$ cat config.mk
export PLATFORM = sky130hd
export DESIGN_NAME = pma_mgmt_arbiter
export DESIGN_NICKNAME = d
export VERILOG_FILES = /design/src/inc/pma_pkg.sv /design/src/rtl/pma_side_port.sv /design/src/rtl/pma_addr_display.sv /design/src/rtl/pma_mgmt_arbiter.sv
export SDC_FILE = /design/constraint.sdc
export NUM_CORES = 1
export LEC_CHECK = 0
export BUFFER_PORTS_ARGS = -buffer_cell sky130_fd_sc_hd__buf_2
export CAP_MARGIN = 20
export CORE_AREA = 2 2 93 95
export DETAILED_ROUTE_END_ITERATION = 8
export DIE_AREA = 0 0 95 97
export PLACE_DENSITY = 0.75
export SLEW_MARGIN = 25
export SYNTH_ARGS = -nofsm -noshare
export SYNTH_HDL_FRONTEND = slang
export SYNTH_SLANG_ARGS = --single-unit
export TNS_END_PERCENT = 10
$ cat constraint.sdc
create_clock -name mclk_in -period 3.3 [get_ports mclk_in]
set_clock_uncertainty 0.1 [all_clocks]
set_input_delay 0.165 -clock mclk_in [delete_from_list [all_inputs] [get_ports mclk_in]]
set_output_delay 0.165 -clock mclk_in [all_outputs]
set_load 0.01 [all_outputs]
$ cat src/inc/pma_pkg.sv
// Functional notes
// - target registers ignore writes while busy
// - only the owning side writes target registers
// - select bit picks port 0 or indexed port
// - port 0 address is the consecutive base
// - register select keeps five bits, rest zero
// - claim bit blocks host side takeover
// - network writes claim only while host bit clear
// - host bit shows owner, host writes it
// - force bit clears host ownership
// - host takeover needs claim and force clear
// - legacy builds also need eeprom loaded
// - command field starts read or write
// - busy stays set while a transaction runs
package pma_pkg;
   localparam logic [15:0] ADDR_CTRL_LO = 16'h0510;
   localparam logic [15:0] ADDR_CTRL_HI = 16'h0511;
   localparam logic [15:0] ADDR_PHY_ADDR = 16'h0512;
   localparam logic [15:0] ADDR_REG_SEL = 16'h0513;
   localparam logic [15:0] ADDR_DATA_LO = 16'h0514;
   localparam logic [15:0] ADDR_DATA_HI = 16'h0515;
   localparam logic [15:0] ADDR_CLAIM = 16'h0516;
   localparam logic [15:0] ADDR_OWNER = 16'h0517;
   localparam int NUM_BYTES = 8;
   localparam int PHY_ADDR_MSB = 4;
   localparam int DISP_SEL_BIT = 7;
   localparam int CTRL_FIELD_LSB = 3;
   localparam int CTRL_PDI_POSSIBLE_BIT = 1;
   localparam int CMD_LSB = 0;
   localparam int BUSY_BIT = 7;
   localparam int OWN_BIT = 0;
   localparam int FORCE_BIT = 1;
   localparam int CLAIM_BIT = 0;
   localparam int NUM_PORTS = 4;
   localparam logic [1:0] CMD_IDLE = 2'h0;
   localparam logic [1:0] CMD_READ = 2'h1;
   localparam logic [1:0] CMD_WRITE = 2'h2;
   localparam logic [4:0] RST_FIELD5 = 5'h00;
   localparam logic [15:0] RST_DATA = 16'h0000;
   localparam logic [7:0] RST_BYTE = 8'h00;
endpackage

$ cat src/rtl/pma_side_port.sv
`timescale 1ns/100ps
// byte access port of one side: decode and registered read
module pma_side_port (
   input wire logic mclk_in, // clock
   input wire logic rstn_in, // async reset, low
   input wire logic [15:0] addr_in, // byte address
   input wire logic wr_in, // write strobe
   input wire logic rd_in, // read strobe
   input wire logic [8*pma_pkg::NUM_BYTES-1:0] image_in, // register bytes, 0x510 lowest
   output logic [pma_pkg::NUM_BYTES-1:0] wr_hit_out, // one-hot write decode
   output logic [7:0] rdata_out // read data
);
   typedef struct packed {
      logic [7:0] rdata;
   } pma_port_state_type;
   pma_port_state_type st_r, st_nxt;
   logic in_window;
   logic [2:0] idx;

   assign in_window = (addr_in[15:3] == pma_pkg::ADDR_CTRL_LO[15:3]);
   assign idx = addr_in[2:0];

   always_comb begin
      wr_hit_out = '0;
      if (wr_in && in_window) begin
         wr_hit_out[idx] = 1'b1;
      end
   end

   always_comb begin
      st_nxt = st_r;
      if (rd_in) begin
         st_nxt.rdata = in_window ? image_in[8*idx +: 8] : pma_pkg::RST_BYTE;
      end
   end

   always_ff @(posedge mclk_in or negedge rstn_in) begin
      if (!rstn_in) begin
         st_r <= '0;
      end else begin
         st_r <= st_nxt;
      end
   end

   assign rdata_out = st_r.rdata;
endmodule

$ cat src/rtl/pma_addr_display.sv
`timescale 1ns/100ps
// phy_target_address shown in the control/status field
module pma_addr_display #(
   parameter int NUM_PORTS = pma_pkg::NUM_PORTS
) (
   input wire logic disp_sel_in, // 1: show indexed port
   input wire logic [4:0] index_in, // port index from target address
   input wire logic [5*NUM_PORTS-1:0] port_phy_addr_in, // configured per-port addresses
   output logic [4:0] field_out // displayed address
);
   always_comb begin
      field_out = port_phy_addr_in[4:0];
      if (disp_sel_in) begin
         if (int'(index_in) < NUM_PORTS) begin
            field_out = port_phy_addr_in[5*index_in +: 5];
         end else begin
            field_out = pma_pkg::RST_FIELD5;
         end
      end
   end
endmodule

$ cat src/rtl/pma_mgmt_arbiter.sv
`timescale 1ns/100ps
// management target registers and ownership arbitration
module pma_mgmt_arbiter #(
   parameter bit LEGACY_EEPROM_GATE = 1'b0,
   parameter int NUM_PORTS = pma_pkg::NUM_PORTS
) (
   input wire logic mclk_in, // clock, 100 MHz
   input wire logic rstn_in, // async reset, low
   input wire logic [15:0] net_addr_in, // network side byte address
   input wire logic net_wr_in, // network side write strobe
   input wire logic net_rd_in, // network side read strobe
   input wire logic [7:0] net_wdata_in, // network side write byte
   output logic [7:0] net_rdata_out, // network side read byte
   input wire logic [15:0] host_addr_in, // host side byte address
   input wire logic host_wr_in, // host side write strobe
   input wire logic host_rd_in, // host side read strobe
   input wire logic [7:0] host_wdata_in, // host side write byte
   output logic [7:0] host_rdata_out, // host side read byte
   input wire logic eeprom_loaded_in, // config eeprom loaded flag
   input wire logic [5*NUM_PORTS-1:0] port_phy_addr_in, // configured phy addresses
   output logic mi_start_out, // start pulse to serial engine
   output logic [1:0] mi_cmd_out, // command being executed
   output logic [4:0] mi_phy_addr_out, // target phy_target_address
   output logic [4:0] mi_reg_out, // target phy register
   output logic [15:0] mi_wdata_out, // word to write
   input wire logic mi_done_in, // engine finished, one pulse
   input wire logic [15:0] mi_rdata_in, // word read from phy
   output logic busy_out, // transaction running
   output logic host_owns_out // 1: host side owns interface
);
   typedef struct packed {
      logic [4:0] phy_addr;
      logic disp_sel;
      logic [4:0] reg_sel;
      logic [15:0] data;
      logic claim;
      logic host_own;
      logic force_back;
      logic [1:0] cmd;
      logic busy;
      logic start;
   } pma_state_type;

   pma_state_type st_r, st_nxt;
   logic [8*pma_pkg::NUM_BYTES-1:0] image;
   logic [pma_pkg::NUM_BYTES-1:0] net_hit, host_hit, own_hit;
   logic [7:0] own_wdata;
   logic [4:0] disp_field;
   logic tgt_open;
   logic takeover_ok;

   pma_side_port u_net_port (
      .mclk_in(mclk_in),
      .rstn_in(rstn_in),
      .addr_in(net_addr_in),
      .wr_in(net_wr_in),
      .rd_in(net_rd_in),
      .image_in(image),
      .wr_hit_out(net_hit),
      .rdata_out(net_rdata_out)
   );

   pma_side_port u_host_port (
      .mclk_in(mclk_in),
      .rstn_in(rstn_in),
      .addr_in(host_addr_in),
      .wr_in(host_wr_in),
      .rd_in(host_rd_in),
      .image_in(image),
      .wr_hit_out(host_hit),
      .rdata_out(host_rdata_out)
   );

   pma_addr_display #(
      .NUM_PORTS(NUM_PORTS)
   ) u_display (
      .disp_sel_in(st_r.disp_sel),
      .index_in(st_r.phy_addr),
      .port_phy_addr_in(port_phy_addr_in),
      .field_out(disp_field)
   );

   // register image as both sides read it
   always_comb begin
      image = '0;
      image[8*0 + pma_pkg::CTRL_FIELD_LSB +: 5] = disp_field;
      image[8*0 + pma_pkg::CTRL_PDI_POSSIBLE_BIT] = 1'b1;
      image[8*1 + pma_pkg::CMD_LSB +: 2] = st_r.cmd;
      image[8*1 + pma_pkg::BUSY_BIT] = st_r.busy;
      image[8*2 +: 5] = st_r.phy_addr;
      image[8*2 + pma_pkg::DISP_SEL_BIT] = st_r.disp_sel;
      image[8*3 +: 5] = st_r.reg_sel;
      image[8*4 +: 16] = st_r.data;
      image[8*6 + pma_pkg::CLAIM_BIT] = st_r.claim;
      image[8*7 + pma_pkg::OWN_BIT] = st_r.host_own;
      image[8*7 + pma_pkg::FORCE_BIT] = st_r.force_back;
   end

   // the owner's write port; the other side is shut out
   assign own_hit = st_r.host_own ? host_hit : net_hit;
   assign own_wdata = st_r.host_own ? host_wdata_in : net_wdata_in;
   assign tgt_open = !st_r.busy;
   assign takeover_ok = !st_r.claim && !st_r.force_back
      && (!LEGACY_EEPROM_GATE || eeprom_loaded_in);

   always_comb begin
      st_nxt = st_r;
      st_nxt.start = 1'b0;
      // target registers
      if (tgt_open) begin
         if (own_hit[2]) begin
            st_nxt.phy_addr = own_wdata[pma_pkg::PHY_ADDR_MSB:0];
            st_nxt.disp_sel = own_wdata[pma_pkg::DISP_SEL_BIT];
         end
         if (own_hit[3]) begin
            st_nxt.reg_sel = own_wdata[4:0];
         end
         if (own_hit[4]) begin
            st_nxt.data[7:0] = own_wdata;
         end
         if (own_hit[5]) begin
            st_nxt.data[15:8] = own_wdata;
         end
         // command issue
         if (own_hit[1]) begin
            case (own_wdata[pma_pkg::CMD_LSB +: 2])
               pma_pkg::CMD_READ, pma_pkg::CMD_WRITE: begin
                  st_nxt.cmd = own_wdata[pma_pkg::CMD_LSB +: 2];
                  st_nxt.busy = 1'b1;
                  st_nxt.start = 1'b1;
               end
               pma_pkg::CMD_IDLE: begin
                  st_nxt.cmd = pma_pkg::CMD_IDLE;
               end
               default: begin
                  st_nxt.cmd = st_r.cmd;
               end
            endcase
         end
      end
      // completion of a running transaction
      if (st_r.busy && mi_done_in) begin
         st_nxt.busy = 1'b0;
         st_nxt.cmd = pma_pkg::CMD_IDLE;
         if (st_r.cmd == pma_pkg::CMD_READ) begin
            st_nxt.data = mi_rdata_in;
         end
      end
      // network side claim and force
      if (net_hit[6] && !st_r.host_own) begin
         st_nxt.claim = net_wdata_in[pma_pkg::CLAIM_BIT];
      end
      if (net_hit[7]) begin
         st_nxt.force_back = net_wdata_in[pma_pkg::FORCE_BIT];
      end
      // host side ownership
      if (host_hit[7]) begin
         if (!host_wdata_in[pma_pkg::OWN_BIT]) begin
            st_nxt.host_own = 1'b0;
         end else if (takeover_ok) begin
            st_nxt.host_own = 1'b1;
         end
      end
      if (st_r.force_back) begin
         st_nxt.host_own = 1'b0;
      end
   end

   always_ff @(posedge mclk_in or negedge rstn_in) begin
      if (!rstn_in) begin
         st_r <= '0;
      end else begin
         st_r <= st_nxt;
      end
   end

   assign mi_start_out = st_r.start;
   assign mi_cmd_out = st_r.cmd;
   assign mi_phy_addr_out = st_r.phy_addr;
   assign mi_reg_out = st_r.reg_sel;
   assign mi_wdata_out = st_r.data;
   assign busy_out = st_r.busy;
   assign host_owns_out = st_r.host_own;
endmodule

Word level (Yosys, flattened, before mapping)
Cells that the tools add are included. Widths: inputs -> output; s select.

$mul: 1. Order comparisons: 5. Equality and inequality tests: 7. Shifts and indexed selects: 3. Multiplexer cells: 26. Bitwise gates (word level): 1. Reductions and logical operators: 19.

Operators with widths (number): $shiftx 64x7->8 (2); $mux 8 (7); $mux 16 (3); $eq 13x8->1 const B (2); $shiftx 20x9->5 (1); $mux 5 (2); $lt 3x4->1 const B (2); $mul 3x5->8 const A (1); $mux 4 (2); $logic_and 1x1->1 (7); $demux 1 s3 (2); $ge 3x1->1 const B (2); $mux 1 (6); $mux 6 (1); $reduce_and 2->1 (3); $lt 5x3->1 const B (1); $eq 2x1->1 const B (2); $pmux 2 s2 (1); $reduce_bool 2->1 (2); $logic_not 1->1 (3); $mux 3 (1); $ne 3x1->1 const B (1); $reduce_and 3->1 (1); $reduce_bool 3->1 (1); 6 further kinds (6).

Register bits after elaboration: 50. Input bits: 92. Output and inout port bits: 47. Word-level logic and storage cells: 74.

Longest topological paths before layout
Depth in word-level cells: 10. Depth in mapped cells: 7.

Hierarchy
From an unflattened synthesis, not the netlist that was laid out.

Cell total of the unflattened synthesis: 375. Area, all modules: 4221.5 um^2.

Modules (own cells, without submodules): pma_mgmt_arbiter (instances 1, cells an instance 212, area an instance 2140.8 um^2, sequential area each 850.8 um^2); pma_side_port (instances 2, cells an instance 75, area an instance 947.2 um^2, sequential area each 200.2 um^2); pma_addr_display (instances 1, cells an instance 13, area an instance 186.4 um^2, sequential area each 0.0 um^2).

Least setup slack after synthesis
Ideal clock, no wire load.

Kind: reg-to-reg. Start: register st_r, in the netlist host_owns_out. End: register st_r, in the netlist mi_cmd_out[0]. Arrival: 1952 ps. Data required time: 3105 ps. Setup slack: 1152 ps. Stages on the path, launching flop included: 7. Path buffers: 1. Cells stage by stage: dfrtp_1 -> buf_1 -> mux2_2 -> inv_1 -> ha_1 -> or3b_4 -> o31ai_1.

Word-level cells in the longest chain between the ends: 7. Elaborated cells on any way between the ends: 13.

Ends and longest elaborated chain: start: declaration (line pma_mgmt_arbiter.sv:44) `pma_state_type st_r, st_nxt;`; start signal: assignment (line pma_mgmt_arbiter.sv:173) `st_r <= st_nxt;`; $mux 8 (line pma_mgmt_arbiter.sv:101) `assign own_wdata = st_r.host_own ? host_wdata_in : net_wdata_in;`; $eq 2x1->1 / $eq 2x2->1 (equally long branches) (line pma_mgmt_arbiter.sv:126) `case (own_wdata[pma_pkg::CMD_LSB +: 2])`; $reduce_or 2->1 (line pma_mgmt_arbiter.sv:126); $pmux 2 s2 (line pma_mgmt_arbiter.sv:126); $mux 4 (line pma_mgmt_arbiter.sv:125) `if (own_hit[1]) begin`; $mux 4 (line pma_mgmt_arbiter.sv:110) `if (tgt_open) begin`; $mux 3 (line pma_mgmt_arbiter.sv:142) `if (st_r.busy && mi_done_in) begin`.

Parallel ways exist; a longest one is shown, timed or not. The select of a mux whose other input is x is not followed. A chain may end at the register's enable or synchronous reset.

Worst setup path in the final report
Ends and elaborated chain as after synthesis.

==> key figures <==
Finish
  • Commonest non-fill, non-tap cell in the layout: buf_2
  • Final core utilization: 53.15%
  • Synth-to-Final Area Change: 23.44%
  • Commonest non-fill, non-tap cells in the layout: buf_2, dfrtp_1, nand2_1
  • Register area: 0.001251 mm^2
  • Fillers: around 780
  • Share of cells above drive strength 1: between 30% and 40%
  • Ant. Diodes: 0
  • Fin area: between 0.004 and 0.005 mm^2
  • Final nets: approximately 600
  • Footprint of the multi-input gates: roughly 0.0018 mm^2

Floorplan
  • Die height: slightly below 100 um
  • Die area: 0.009215 mm^2
  • Num ports: between 100 and 150
  • Die width: between 90 and 100 um
  • Row Count: 33
  • Initial Util: 43.05%
  • Placeable Area: just over 0.008 mm^2

Worst setup path
  • Worst EP arrival: around 2.4 ns
  • WP buf/inv: 1
  • Worst stage delay on the critical path: around 0.42 ns
  • Critical Path, Cell by Cell: buf_4 > nor4bb_1 > nand4_1 > o32a_1 > or3b_4 > o31ai_1
  • Maximum fanout along the worst path: 15
  • Setup crit end kind: flip-flop
  • CP delay by family, top: simple AND/OR/NAND/NOR gates
  • Critical Path RT: 3.42 ns
  • CP Launch Type: flip-flop
  • CP max-delay cell: or3b_4
  • Worst reg2reg setup slack: 0.98 ns
  • WS Path Type: flip-flop to flip-flop

Yosys
  • Synth top area share: roughly 36%
  • Yosys warns: 0
  • Main flop type after synthesis: dfrtp_1
  • Register area share after synthesis: 35.73%
  • Synth unique cells: 53
  • Syn_area_per_cell: around 9.0 um^2
  • Number of synthesized flops with an enable pin: 0
  • Post-synthesis register bit count: 50
  • Mapped Cells: 390
  • Synth async-reset ratio: between 90% and 100%
  • Area of the mapped netlist: approximately 0.0035 mm^2
  • Syn Nets: 483
  • Post-synth top area cell: dfrtp_1
  • Area contributors post-synth: dfrtp_1, mux2_2, buf_4, nand2_1, nand3_1

Detailed routing
  • Detail Route Antenna Nets: 0
  • Vias: 3546
  • Initial drt markers: between 400 and 500
  • Drt first pass iters: 5
  • Final WL: 10.53 mm
  • Vias per cell: approximately 5.8
  • Post-route DRC: 0
  • Avg WL per Cell: about 17 um

STA
  • Fin. Hold Viols: 1
  • Normalized max-slew margin: between 40% and 50%
  • Period utilisation layout: between 70 and 80%
  • Worst hold slack: -0.005857 ns
  • Final WS setup: roughly 1 ns
  • Total negative slack: 0 ns
  • Final Setup Violations: 0
  • FMAX: ~430 MHz
  • RSZ-0062 raised after global routing: no
  • Min Tclk post-route: between 2 and 2.5 ns
  • Fin. max-slew vios: 0
  • Slew of the pin with the lowest slew margin: ~0.88 ns

Power
  • Leakage: a little over 0.002 uW
  • Power Density: around 280 mW/mm^2
  • Peak supply drop: just under 200 uV

Outcome
  • Status: complete, but fails checks
  • Failing checks: negative hold slack

Clock tree
  • Max H-tree Level: 2
  • CTS Root Cell: clkbuf_8
  • CTS buffer count: 5
  • Post-CTS Setup Bufs: 0
  • Clock insertion delay at the later pin of the skew report: about 0.32 ns
  • Clock slew at reported path FFs: around 0.1 ns
  • Num Clock Sinks: 50
  • CTS tree: built
  • Max clock buf depth: 2

Place
  • Final GP Congestion: 0.8951
  • DP Area: around 0.004 mm^2
  • DP Wirelength: 8.073 mm
  • Pre-CTS WS: 1.039 ns
  • IO Port Bufs: 137

GRT
  • Initial antenna violation count: 0
  • Pin count of the biggest net entering global routing: between 50 and 60
  • Global-route usage over all layers: 22.86%
  • Number of global-route vias before repair: 3300
  • First-pass GRT wire length: 16.70 mm
  • Remaining global-route overflow: 0

Run
  • Max-cap viol count: 0

Hold path
  • Hold Path Class: primary input to flip-flop
-- layout make-up --
class | count | share of cell area, %
clock buffers | 5 | 1.592
repair buffers | 158 | 20.61
well taps | 105 | 3.039
inverters | 28 | 2.431
clock inverters | 3 | 0.6657
multi-input cells | 261 | 42.72
flip-flops and latches | 50 | 28.94
-- logic make-up after synthesis --
group | synth area share (%)
and+or+nand+nor | 20.83
AOI/OAI and AO/OA | 18.76
buffers and inverters | 11.54
DFF | 35.73
muxes | 12.79
adders and majority gates | 0.3572
-- worst register-to-register path, delay by kind of cell (launching register included) --
family                 cells  cell delay [ns]
AND/OR/NAND/NOR            3             0.98
AO/OA/AOI/OAI              2             0.56
flip-flops                 1             0.38
buffers and inverters      1             0.21
-- where the power goes --
part	internal [uW]	total (uW)	switching, uW
clock	158	392	234
sequential	612	613	0.197
combinational	88.3	187	98.5
-- per-stage QoR --
stage,instances,total power [uW]
finish,610,1191
floorplan,390,707.4
CTS,610,1193
detailed placement,584,793.3
global placement,584,788.4
global route,610,1241
-- registers in the layout (all words and copies together) (netlist names) --
| register | cells |
|---|---|
| mi_start_out | 1 |
| mi_cmd_out | 2 |
| mi_wdata_out | 16 |
| mi_reg_out | 5 |
| host_owns_out | 1 |
| u_host_port.rdata_out | 8 |
| busy_out | 1 |
| image | 3 |
| mi_phy_addr_out | 5 |
| u_net_port.rdata_out | 8 |
-- metal layers --
layer	vias to the layer above	global-route usage (%)	wire (um)	part of all wire, %
met3	17	3.271	979	9.3
met1	1662	32.62	4483	43
li1	1634	-	-	-
met5	-	0	0	0
met2	233	36.99	4911	47
met4	0	4.459	152	1.4
-- timing repair --
| item | CTS | global route |
|---|---|---|
| hold buffers | 18 | 0 |
| hold endpoints to repair | 67 | 0 |
| resized for setup | 0 | 0 |
-- path summary, 6_finish.rpt --
check,start,end,cells past startpoint
max,host_owns_out,mi_cmd_out[0],6
min,mi_rdata_in[9],mi_wdata_out[9],3
max reg2reg,host_owns_out,mi_cmd_out[0],6
min reg2reg,u_net_port.rdata_out[0],u_net_port.rdata_out[0],1
max in group asynchronous,rstn_in,host_owns_out,2
min in group asynchronous,rstn_in,u_host_port.rdata_out[5],2
-- cells in the mapped netlist, drive strengths merged (3+ instances only) --
master,number
mux4,5
buf,32
mux2i,11
o211ai,16
dfrtp,50
a21oi,15
nor3b,4
mux2,20
nor3,9
a221oi,3
o31ai,3
inv,28
a211oi,5
o22a,3
o22ai,13
nor2b,7
nand3,25
nand4,4
o32ai,4
or3,3
o21ai,11
nand2,38
nand3b,3
a31oi,3
nor2,14
nor4b,5
nand2b,9
o32a,4
clkbuf,19
Power figures use the tool's default switching activity.
